--- src/dim_pkg.sv ---
// Constants and types shared by the backlight dimming control block.
// Assumes a single 25 MHz clock domain; the top module, the checker and the bench import it.
package dim_pkg;
	// Clock rate and timing
	localparam int unsigned CLK_HZ            = 25000000;
	localparam int unsigned STALL_LOW_MS      = 50;
	localparam int unsigned STALL_LOW_CYC     = CLK_HZ / 1000 * STALL_LOW_MS;
	localparam int unsigned FULL_SCALE_HZ     = 325;
	localparam int unsigned CNT_W             = 24;
	localparam int unsigned LEVEL_W           = 8;
	localparam int unsigned ANA_W             = 8;

	// Register map, byte addresses
	localparam logic [7:0] ADDR_CTRL     = 8'h00;
	localparam logic [7:0] ADDR_STATUS   = 8'h04;
	localparam logic [7:0] ADDR_IRQ_STAT = 8'h08;
	localparam logic [7:0] ADDR_IRQ_MASK = 8'h0c;
	localparam logic [7:0] ADDR_LEVEL    = 8'h10;
	localparam logic [7:0] ADDR_PERIOD   = 8'h14;

	// Control register fields
	localparam int unsigned CTRL_ENABLE_BIT = 0;
	localparam logic [31:0] CTRL_RESET_VAL  = 32'h0000_0001;

	// Interrupt status bits
	localparam int unsigned IRQ_STOP_BIT   = 0;
	localparam int unsigned IRQ_PERIOD_BIT = 1;
	localparam int unsigned IRQ_W          = 2;

	// Brightness full scale
	localparam logic [LEVEL_W-1:0] LEVEL_MAX = 8'hff;

	typedef enum logic [1:0] {
		MODE_DARK,
		MODE_PULSE,
		MODE_ANALOG,
		MODE_STOPPED
	} dim_mode_t;
endpackage

--- src/sync_if.sv ---
// Carrier between the top module and its input synchroniser.
// Assumes both ends run on the same clock.
`timescale 1ns/1ps
interface sync_if;
	logic on_raw;
	logic sel_raw;
	logic pulse_raw;
	logic on_sync;
	logic sel_sync;
	logic pulse_sync;
	modport top  (output on_raw, sel_raw, pulse_raw, input on_sync, sel_sync, pulse_sync);
	modport sync (input on_raw, sel_raw, pulse_raw, output on_sync, sel_sync, pulse_sync);
endinterface

--- src/backlight_dimming_control.sv ---
// Backlight dimming control: picks the dimming method, measures duty of the
// incoming pulse train, stops and latches after an over-long low pulse with method select low.
// Assumes pins are asynchronous, a Wishbone classic master, one 25 MHz clock.
// Behaviour
// - Backlight lit while on control high or open, dark while driven low.
// - Pulse dimming only with method select low and pulses present.
// - Pulse mode brightness follows high time over period of the pulse train.
// - Pulse low beyond 50ms while on control high stops driver and latches; the code stops only with method select low.
// - Stopped state holds despite resumed pulses until backlight supply cycles.
// - Full brightness at maximum setting, about one percent at minimum at 325 Hz.
`timescale 1ns/1ps
module backlight_dimming_control
	import dim_pkg::*;
#(
	parameter int unsigned STALL_CYCLES = dim_pkg::STALL_LOW_CYC
) (
	input  wire logic                   clk_i,
	input  wire logic                   rst_i,
	input  wire logic                   backlight_supply_i,
	input  wire logic                   backlight_on_ctl_i,
	input  wire logic                   dimming_method_sel_i,
	input  wire logic                   dimming_pulse_in_i,
	input  wire logic [dim_pkg::ANA_W-1:0] analog_dim_in_i,
	input  wire logic [31:0]            wb_adr_i,
	input  wire logic [31:0]            wb_dat_i,
	input  wire logic [3:0]             wb_sel_i,
	input  wire logic                   wb_we_i,
	input  wire logic                   wb_cyc_i,
	input  wire logic                   wb_stb_i,
	output logic      [31:0]            wb_dat_o,
	output logic                        wb_ack_o,
	output logic                        led_drive_o,
	output logic [dim_pkg::LEVEL_W-1:0] brightness_o,
	output logic                        irq_o
);
	import dim_pkg::*;

	// Pins pass two flip-flops before any logic reads them
	sync_if pins ();

	// Measurement, watchdog and register state
	logic                supply_s1_reg;
	logic                supply_s2_reg;
	logic                pulse_d_reg;
	logic [CNT_W-1:0]    high_cnt_reg;
	logic [CNT_W-1:0]    per_cnt_reg;
	logic [CNT_W-1:0]    high_last_reg;
	logic [CNT_W-1:0]    per_last_reg;
	logic [CNT_W-1:0]    low_cnt_reg;
	logic                pulses_seen_reg;
	logic                stopped_reg;
	logic [31:0]         ctrl_reg;
	logic [IRQ_W-1:0]    irq_stat_reg;
	logic [IRQ_W-1:0]    irq_mask_reg;
	logic [LEVEL_W-1:0]  duty_level_reg;
	dim_mode_t           mode_reg;
	dim_mode_t           mode_next;
	logic [LEVEL_W-1:0]  bright_next;

	pin_sync u_sync (
		.clk_i (clk_i),
		.rst_i (rst_i),
		.pins  (pins)
	);

	// Raw pins into the synchroniser
	assign pins.on_raw    = backlight_on_ctl_i;
	assign pins.sel_raw   = dimming_method_sel_i;
	assign pins.pulse_raw = dimming_pulse_in_i;

	// Supply presence synchronised separately; its loss clears the stop latch
	always_ff @(posedge clk_i) begin
		if (rst_i) begin
			supply_s1_reg <= 1'b0;
			supply_s2_reg <= 1'b0;
		end else begin
			supply_s1_reg <= backlight_supply_i;
			supply_s2_reg <= supply_s1_reg;
		end
	end

	// Edge and state decode
	wire on_w       = pins.on_sync & ctrl_reg[CTRL_ENABLE_BIT];
	wire rise_w     = pins.pulse_sync & ~pulse_d_reg;
	wire supply_w   = supply_s2_reg;
	wire stall_w    = on_w & supply_w & ~pins.pulse_sync
	                  & (low_cnt_reg >= CNT_W'(STALL_CYCLES));
	wire wb_req_w   = wb_cyc_i & wb_stb_i & ~wb_ack_o;
	// A write lands at the edge where the master sees ack, not one edge early
	wire wb_wr_w    = wb_cyc_i & wb_stb_i & wb_ack_o & wb_we_i & wb_sel_i[0];
	wire [7:0] adr_w = wb_adr_i[7:0];
	wire wr_ctrl_w  = wb_wr_w & (adr_w == ADDR_CTRL);
	wire wr_istat_w = wb_wr_w & (adr_w == ADDR_IRQ_STAT);
	wire wr_imask_w = wb_wr_w & (adr_w == ADDR_IRQ_MASK);
	wire stop_ev_w  = stall_w & ~stopped_reg & ~pins.sel_sync;
	wire per_ev_w   = rise_w & pulses_seen_reg;

	// Event and clear vectors of the sticky status, one bit per event
	logic [IRQ_W-1:0] irq_set_w;
	logic [IRQ_W-1:0] irq_clr_w;
	always_comb begin
		irq_set_w                 = '0;
		irq_set_w[IRQ_STOP_BIT]   = stop_ev_w;
		irq_set_w[IRQ_PERIOD_BIT] = per_ev_w;
	end
	assign irq_clr_w = wr_istat_w ? wb_dat_i[IRQ_W-1:0] : '0;

	// Previous sample of the synchronised pulse, for edge detection
	always_ff @(posedge clk_i) begin
		if (rst_i)
			pulse_d_reg <= 1'b0;
		else
			pulse_d_reg <= pins.pulse_sync;
	end

	// Period counter, restarted at each rising edge, saturating
	always_ff @(posedge clk_i) begin
		if (rst_i)
			per_cnt_reg <= '0;
		else if (rise_w)
			per_cnt_reg <= CNT_W'(1);
		else if (per_cnt_reg != '1)
			per_cnt_reg <= per_cnt_reg + CNT_W'(1);
	end

	// High-time counter, advances only while the line is high
	always_ff @(posedge clk_i) begin
		if (rst_i)
			high_cnt_reg <= '0;
		else if (rise_w)
			high_cnt_reg <= CNT_W'(1);
		else if (pins.pulse_sync && high_cnt_reg != '1)
			high_cnt_reg <= high_cnt_reg + CNT_W'(1);
	end

	// Last complete period captured at each rising edge
	always_ff @(posedge clk_i) begin
		if (rst_i) begin
			high_last_reg   <= '0;
			per_last_reg    <= '0;
			pulses_seen_reg <= 1'b0;
		end else if (rise_w) begin
			per_last_reg    <= per_cnt_reg;
			high_last_reg   <= high_cnt_reg;
			pulses_seen_reg <= 1'b1;
		end
	end

	// Duty to brightness: level = high * max / period, once per period
	wire [CNT_W+LEVEL_W-1:0] scaled_w = high_last_reg * LEVEL_MAX;
	wire [CNT_W+LEVEL_W-1:0] quot_w   = (per_last_reg == '0) ? '0
	                                    : scaled_w / per_last_reg;
	wire [LEVEL_W-1:0] duty_w = (quot_w > LEVEL_MAX) ? LEVEL_MAX
	                            : quot_w[LEVEL_W-1:0];

	// Duty level held between captures
	always_ff @(posedge clk_i) begin
		if (rst_i)
			duty_level_reg <= '0;
		else
			duty_level_reg <= duty_w;
	end

	// Low-time watchdog, counts while the line is low and the light is on
	always_ff @(posedge clk_i) begin
		if (rst_i)
			low_cnt_reg <= '0;
		else if (pins.pulse_sync || !on_w)
			low_cnt_reg <= '0;
		else if (low_cnt_reg != '1)
			low_cnt_reg <= low_cnt_reg + CNT_W'(1);
	end

	// Stop latch; only loss of the backlight supply releases it
	always_ff @(posedge clk_i) begin
		if (rst_i)
			stopped_reg <= 1'b0;
		else if (!supply_w)
			stopped_reg <= 1'b0;
		else if (stall_w && !pins.sel_sync)
			stopped_reg <= 1'b1;
	end

	// Mode selection
	always_comb begin
		mode_next = MODE_DARK;
		case (1'b1)
			!supply_w || !on_w: mode_next = MODE_DARK;
			stopped_reg:        mode_next = MODE_STOPPED;
			!pins.sel_sync:     mode_next = MODE_PULSE;
			default:            mode_next = MODE_ANALOG;
		endcase
	end

	// Brightness per mode
	always_comb begin
		bright_next = '0;
		case (mode_next)
			MODE_DARK:    bright_next = '0;
			MODE_STOPPED: bright_next = '0;
			MODE_PULSE:   bright_next = pulses_seen_reg ? duty_level_reg : '0;
			MODE_ANALOG:  bright_next = analog_dim_in_i;
			default:      bright_next = '0;
		endcase
	end

	// Lit in pulse or analog mode only
	wire led_on_w = (mode_next == MODE_PULSE) || (mode_next == MODE_ANALOG);

	// Registered mode, reported in the status register
	always_ff @(posedge clk_i) begin
		if (rst_i)
			mode_reg <= MODE_DARK;
		else
			mode_reg <= mode_next;
	end

	// LED driver enable, on only in a lit mode
	always_ff @(posedge clk_i) begin
		if (rst_i)
			led_drive_o <= 1'b0;
		else
			led_drive_o <= led_on_w;
	end

	// Brightness output, zero whenever the driver is off
	always_ff @(posedge clk_i) begin
		if (rst_i)
			brightness_o <= '0;
		else
			brightness_o <= bright_next;
	end

	// Control register; only the enable bit is kept
	always_ff @(posedge clk_i) begin
		if (rst_i)
			ctrl_reg <= CTRL_RESET_VAL;
		else if (wr_ctrl_w)
			ctrl_reg <= {31'h0, wb_dat_i[CTRL_ENABLE_BIT]};
	end

	// Interrupt mask, same layout as the status
	always_ff @(posedge clk_i) begin
		if (rst_i)
			irq_mask_reg <= '0;
		else if (wr_imask_w)
			irq_mask_reg <= wb_dat_i[IRQ_W-1:0];
	end

	// Sticky status, write one to clear; a set beats a same-cycle clear
	always_ff @(posedge clk_i) begin
		if (rst_i)
			irq_stat_reg <= '0;
		else
			irq_stat_reg <= (irq_stat_reg & ~irq_clr_w) | irq_set_w;
	end

	// Status word: pin levels, stop latch and current mode
	wire [31:0] status_w = {26'h0, pins.pulse_sync, pins.sel_sync, pins.on_sync,
	                        stopped_reg, mode_reg};

	// Read mux
	logic [31:0] rd_w;
	always_comb begin
		rd_w = 32'h0;
		case (adr_w)
			ADDR_CTRL:     rd_w = ctrl_reg;
			ADDR_STATUS:   rd_w = status_w;
			ADDR_IRQ_STAT: rd_w = {30'h0, irq_stat_reg};
			ADDR_IRQ_MASK: rd_w = {30'h0, irq_mask_reg};
			ADDR_LEVEL:    rd_w = {24'h0, brightness_o};
			ADDR_PERIOD:   rd_w = {8'h0, per_last_reg};
			default:       rd_w = 32'h0;
		endcase
	end

	// Wishbone classic slave: ack one cycle after the request, for one cycle
	always_ff @(posedge clk_i) begin
		if (rst_i)
			wb_ack_o <= 1'b0;
		else
			wb_ack_o <= wb_req_w;
	end

	// Read data stands with ack only, zero otherwise
	always_ff @(posedge clk_i) begin
		if (rst_i)
			wb_dat_o <= 32'h0;
		else
			wb_dat_o <= wb_req_w ? rd_w : 32'h0;
	end

	// Level interrupt, high while an unmasked status bit is set
	always_ff @(posedge clk_i) begin
		if (rst_i)
			irq_o <= 1'b0;
		else
			irq_o <= |(irq_stat_reg & irq_mask_reg);
	end
endmodule

--- src/pin_sync.sv ---
// Two flip-flop synchroniser for the three control pins.
// Assumes the pins are asynchronous to clk_i.
`timescale 1ns/1ps
module pin_sync (
	input  wire logic clk_i,
	input  wire logic rst_i,
	sync_if.sync      pins
);
	logic [2:0] stage1_reg;
	logic [2:0] stage2_reg;

	// Two stages; only the second is read outside
	always_ff @(posedge clk_i) begin
		if (rst_i) begin
			stage1_reg <= 3'h0;
			stage2_reg <= 3'h0;
		end else begin
			stage1_reg <= {pins.on_raw, pins.sel_raw, pins.pulse_raw};
			stage2_reg <= stage1_reg;
		end
	end

	assign pins.on_sync    = stage2_reg[2];
	assign pins.sel_sync   = stage2_reg[1];
	assign pins.pulse_sync = stage2_reg[0];
endmodule

--- config.mk ---
export PLATFORM = sky130hd
export DESIGN_NAME = backlight_dimming_control
export DESIGN_NICKNAME = d
export VERILOG_FILES = /design/src/dim_pkg.sv /design/src/sync_if.sv /design/src/backlight_dimming_control.sv /design/src/pin_sync.sv
export SDC_FILE = /design/constraint.sdc
export NUM_CORES = 2
export LEC_CHECK = 0
export BUFFER_PORTS_ARGS = -buffer_cell sky130_fd_sc_hd__buf_2
export CAP_MARGIN = 5
export CORE_UTILIZATION = 28
export CTS_BUF_LIST = sky130_fd_sc_hd__clkbuf_8
export CTS_CLUSTER_SIZE = 20
export DETAILED_ROUTE_END_ITERATION = 10
export PLACE_DENSITY = 0.46
export SETUP_SLACK_MARGIN = 0.1
export SLEW_MARGIN = 30
export SYNTH_ARGS = -nofsm -noshare
export SYNTH_HDL_FRONTEND = slang
export SYNTH_HIERARCHICAL = 1
export SYNTH_SLANG_ARGS = --single-unit
--- constraint.sdc ---
create_clock -name clk_i -period 135.7 [get_ports clk_i]
set_input_delay 33.925 -clock clk_i [delete_from_list [all_inputs] [get_ports clk_i]]
set_output_delay 33.925 -clock clk_i [all_outputs]
set_load 0.1 [all_outputs]
Word-level counts from Yosys, hierarchy flattened

Cells that the tools add are included.

Add/sub/neg operators: 3
Multiply operators: 1
Divide/modulo/power cells: 1
Order comparisons: 2
Equal/unequal tests: 11
Muxes and demuxes: 13
Bitwise gates (word level): 27
Reduce and logical (&&, ||, !) cells: 19

Operators with widths:

| operator                | count |
|---|---|
| $pmux W24 S6            | 1 |
| $add A24 B1 Y24 const B | 3 |
| $ne A24 B24 Y1 const B  | 3 |
| $div A32 B24 Y32        | 1 |
| $gt A32 B8 Y1 const B   | 1 |
| $mul A24 B8 Y32 const B | 1 |
| $mux W32                | 1 |
| $ge A24 B21 Y1 const B  | 1 |
| $logic_not A24 Y1       | 1 |
| $pmux W8 S3             | 1 |
| $and A1 B1 Y1           | 16 |
| $eq A8 B4 Y1 const B    | 2 |
| $eq A8 B5 Y1 const B    | 2 |
| $mux W8                 | 2 |
| $reduce_or A2 Y1        | 6 |
| $eq A8 B3 Y1 const B    | 1 |
| $logic_not A8 Y1        | 1 |
| $mux W2                 | 4 |
| $not A1 Y1              | 7 |
| $and A2 B2 Y2           | 2 |
| $eq A2 B2 Y1 const B    | 2 |
| $mux W1                 | 4 |
| $reduce_bool A2 Y1      | 2 |
| $logic_not A1 Y1        | 3 |
| other kinds (6)         | 9 |

Flip-flop bits (word level): 189
Logic and storage cells: 101

Longest topological paths before layout

Depth in word-level cells: 9
Depth in mapped cells: 405
Gate-level depth less buffers: 375

By module

Netlist, hierarchy kept.

By module, submodules not included:

| module                    | times used | cells an instance | area an instance (µm²) | seq. area each (µm²) |
|---|---|---|---|---|
| backlight_dimming_control | 1          | 5,059             | 37,385.9               | 3,503.4 |
| pin_sync                  | 1          | 12                | 157.7                  | 120.1 |

Worst setup path before layout

OpenSTA, ideal clock, no wires.

Path type: register to register
Start point: register high_last_reg[3]
End point: register duty_level_reg[0]
Arrival: 81.091 ns
Required time: 135.569 ns
Path slack: 54.478 ns
Cell stages (with the launch flop): 377
Clock period less this slack: 81.222 ns
Path through: dfxtp_1 > inv_1 > fa_1 > inv_1 > fa_1 > fa_1 > inv_1 > fa_1 > inv_1 > ha_1 > nand2_1 > o31ai_1 > a21oi_1 > o21ai_0 > o41a_1 > xnor2_1 > ha_1 > nand2_1 > [... 341 more ...] > o21ai_0 > nand2b_1 > a21o_1 > a21o_1 > a21o_1 > a21o_1 > a21oi_1 > o21ai_0 > a211o_1 > o211ai_1 > a21oi_1 > o21a_1 > o21ai_0 > a21oi_1 > nor2_1 > o2111ai_1 > nor4_1 > a31oi_1

Word-level cells in the longest chain between the ends: 5

RTL lines:

| what                   | line                             | RTL |
|---|---|---|
| start, declared        | backlight_dimming_control.sv:47  | `logic [CNT_W-1:0] high_last_reg;` |
| start signal, assigned | backlight_dimming_control.sv:144 | `high_last_reg <= high_cnt_reg;` |
| $mul A24 B8 Y32 *      | backlight_dimming_control.sv:150 | `wire [CNT_W+LEVEL_W-1:0] scaled_w = high_last_reg * LEVEL_MAX;` |
| $div A32 B24 Y32 *     | backlight_dimming_control.sv:152 | `: scaled_w / per_last_reg;` |
| $mux W32 *             | backlight_dimming_control.sv:151 | `wire [CNT_W+LEVEL_W-1:0] quot_w = (per_last_reg == '0) ? '0` |
| $gt A32 B8 Y1          | backlight_dimming_control.sv:153 | `wire [LEVEL_W-1:0] duty_w = (quot_w > LEVEL_MAX) ? LEVEL_MAX` |
| $mux W8 *              | backlight_dimming_control.sv:153 |  |
| end signal, assigned   | backlight_dimming_control.sv:161 | `duty_level_reg <= duty_w;` |
| end, declared          | backlight_dimming_control.sv:55  | `logic [LEVEL_W-1:0] duty_level_reg;` |

Mark *: on every way between the ends. The rest lies on a longest branch, timed or not.
A chain may end at the register's enable or synchronous reset.

Worst setup path after layout

Same ends and word-level chain as after synthesis.

==> qor.csv <==
metric,value,unit
r2r_slack,39.98,ns
synth_edf_count,0,
crit_path_end_kind,register,
cp-start-kind,register,
synth.cell_area,0.0375,mm²
netlist_top_cells_area,"ha_1, dfxtp_1, fa_1",
overflow,0,
crit_path_max_incr_delay,1.00,ns
top_layer_used,met4,
cts_hold_buf,0,
yosysMostFrequentCell,ha_1,
required,136.14,ns
skew,0.0212,ns
met2_length,52700,µm
maxCapViolCount,0,
path_common_cell,a21oi_1,
met3_length,4590,µm
grt_pass1_vias,34782,
track_usage,17.3,%
cts_buffers,17,
hold_violations,0,
cp.depth,354,
reg2reg_to,duty_level_reg[0],
cts_root_buf,clkbuf_8,
dpl.hpwl,97600,µm
synth.top_cells.by_count,"ha_1, nand2_1, nor2_1",
relSlewSlack,27.7,%
initial_core_util,28.4,%
grt_pass1_wl,190000,µm
crit_path_top_delay_cell,o41ai_1,
placed_cell_area,0.0401,mm²
r2r_cells,354,
finalWorstPathRequiredPeriod,95.72,ns
wl,119000,µm
die_h,368,µm
critPathTopFamily,compound AO/OA/AOI/OAI gates,
clk_latency,0.59,ns
ys_async_sr_fraction,0,%
wl_per_cell,17.4,µm
first_pass_iters,5,
dp_slack,40.39,ns
worstPathMaxFanout,37,
hp-class,register to register,
drc_errors,0,
synthCells,5071,
wl_met1,60500,µm
place_congestion,0.904,
yosysUniqueCellTypes,102,
r2r_start,high_last_reg[3],
path_clk_slew,0.11,ns
numPortBuffers,62,
areaGrowthSynthToFinish,7.93,%
rows,133,
finalSetupViolations,0,
setup_slack,39.98,ns
cts_tree,yes,
yosys_warnings,6,
htree_levels,4,
timing.final.crit_share,70.5,%
final_area,0.0405,mm²
setup.worst_path.end,duty_level_reg[0],
drt-vias-per-instance,5.28,
layout-drive-gt1-share,7.81,%
drt_iter0_drc,2127,
setup_tns,0,ns
seq_area_frac_synth,9.65,%
cp.arrival,96.16,ns
path_class,register to register,
coreArea,0.132,mm²
dieArea,0.136,mm²
netlist.area_leader.share,18.4,%
ios,128,
ys.flop_type,dfxtp_1,
rsz0062_at_grt,false,
grt_max_degree,70,
critPathBufInv,24,
vias,36260,
die_x,368,µm
postCtsResizedCells,0,
clockBufferDepth,2,
avgSynthCellArea,7.40,µm²
ant_nets,0,
critPathLaunch,high_last_reg[3],
yosysTopAreaCell,ha_1,
post-cts-setup-buffer-count,0,
slew_viol_final,0,
max_freq,10.4,MHz
worst_pin_slew,1.07,ns
ys_ff_latch,181,
layout.nets,5841,
clock-sinks,181,
status,"finished, final reports clean",
grt_antenna_before_repair,4,
==> routing by layer <==
metal  vias to the layer above  GRT usage [%]
met4                         0           2.90
li1                      18466              -
met2                       629           28.2
met3                        81           1.92
met5                         -              0
met1                     17084           24.6
==> stage by stage <==
stage                     std cells  utilization, %  hold slack (ns)
after floorplan                5078               -            0.414
after global placement         6831            30.3            0.427
after detailed placement       6831            30.3            0.436
after CTS                      6863            30.6            0.462
after global routing           6864            30.6            0.470
final                          6866            30.6            0.455
==> cell usage in the layout (no fill, tap or decap), drive strengths merged, types with 16 or more instances in the layout <==
master	count
fa	110
or4	16
a21boi	30
a22oi	23
o21ai	268
o211ai	50
nand2b	49
xnor2	204
inv	300
buf	135
or3	67
and2	52
o31a	16
a21o	127
a211oi	35
or2	46
o21bai	20
o21a	161
clkbuf	17
ha	551
nand2	530
nand3	132
mux2i	35
a21oi	418
nor2b	68
a31oi	43
xor2	157
nand4	42
mux2	144
and3	61
nor4	32
nor3	162
o31ai	61
nor2	518
dfxtp	181
==> cell families (layout without fill, tap and decap cells) <==
logic type / Yosys count / after routing / synth area share (%)
mux: 180 / 180 / 5.42
flops: 181 / 181 / 9.65
buf+inv: 431 / 461 / 4.52
xor+xnor: 361 / 361 / 8.42
fa+ha+maj: 661 / 661 / 24.2
compound gates: 1440 / 1440 / 25.1
other cells: 1 / 11 / 0.00999
simple gates: 1816 / 1816 / 22.7
==> area by class of cell <==
cell class / instances / area, µm²
tap: 1755 / 2200
clock buffer: 17 / 234
inverter: 294 / 1100
fill: 14357 / 91800
multi-input combinational: 4466 / 32300
antenna: 3 / 7.51
timing repair buffer: 135 / 858
clock inverter: 15 / 193
sequential: 181 / 3620
==> worst min-delay path by stage <==
stage	cells after the start	slack, ns	endpoint	startpoint
2_1_floorplan	1	0.41	supply_s2_reg	supply_s1_reg
3_3_place_gp	1	0.43	u_sync/stage2_reg[0]	u_sync/stage1_reg[0]
3_5_place_dp	1	0.44	u_sync/stage2_reg[0]	u_sync/stage1_reg[0]
4_1_cts	1	0.46	u_sync/stage2_reg[0]	u_sync/stage1_reg[0]
5_1_grt	1	0.47	u_sync/stage2_reg[0]	u_sync/stage1_reg[0]
6_report	1	0.45	u_sync/stage2_reg[0]	u_sync/stage1_reg[0]
Power is left out: the tool's default activity adds up to more than one toggle a clock period on the data nets, which glitch-free logic cannot reach.
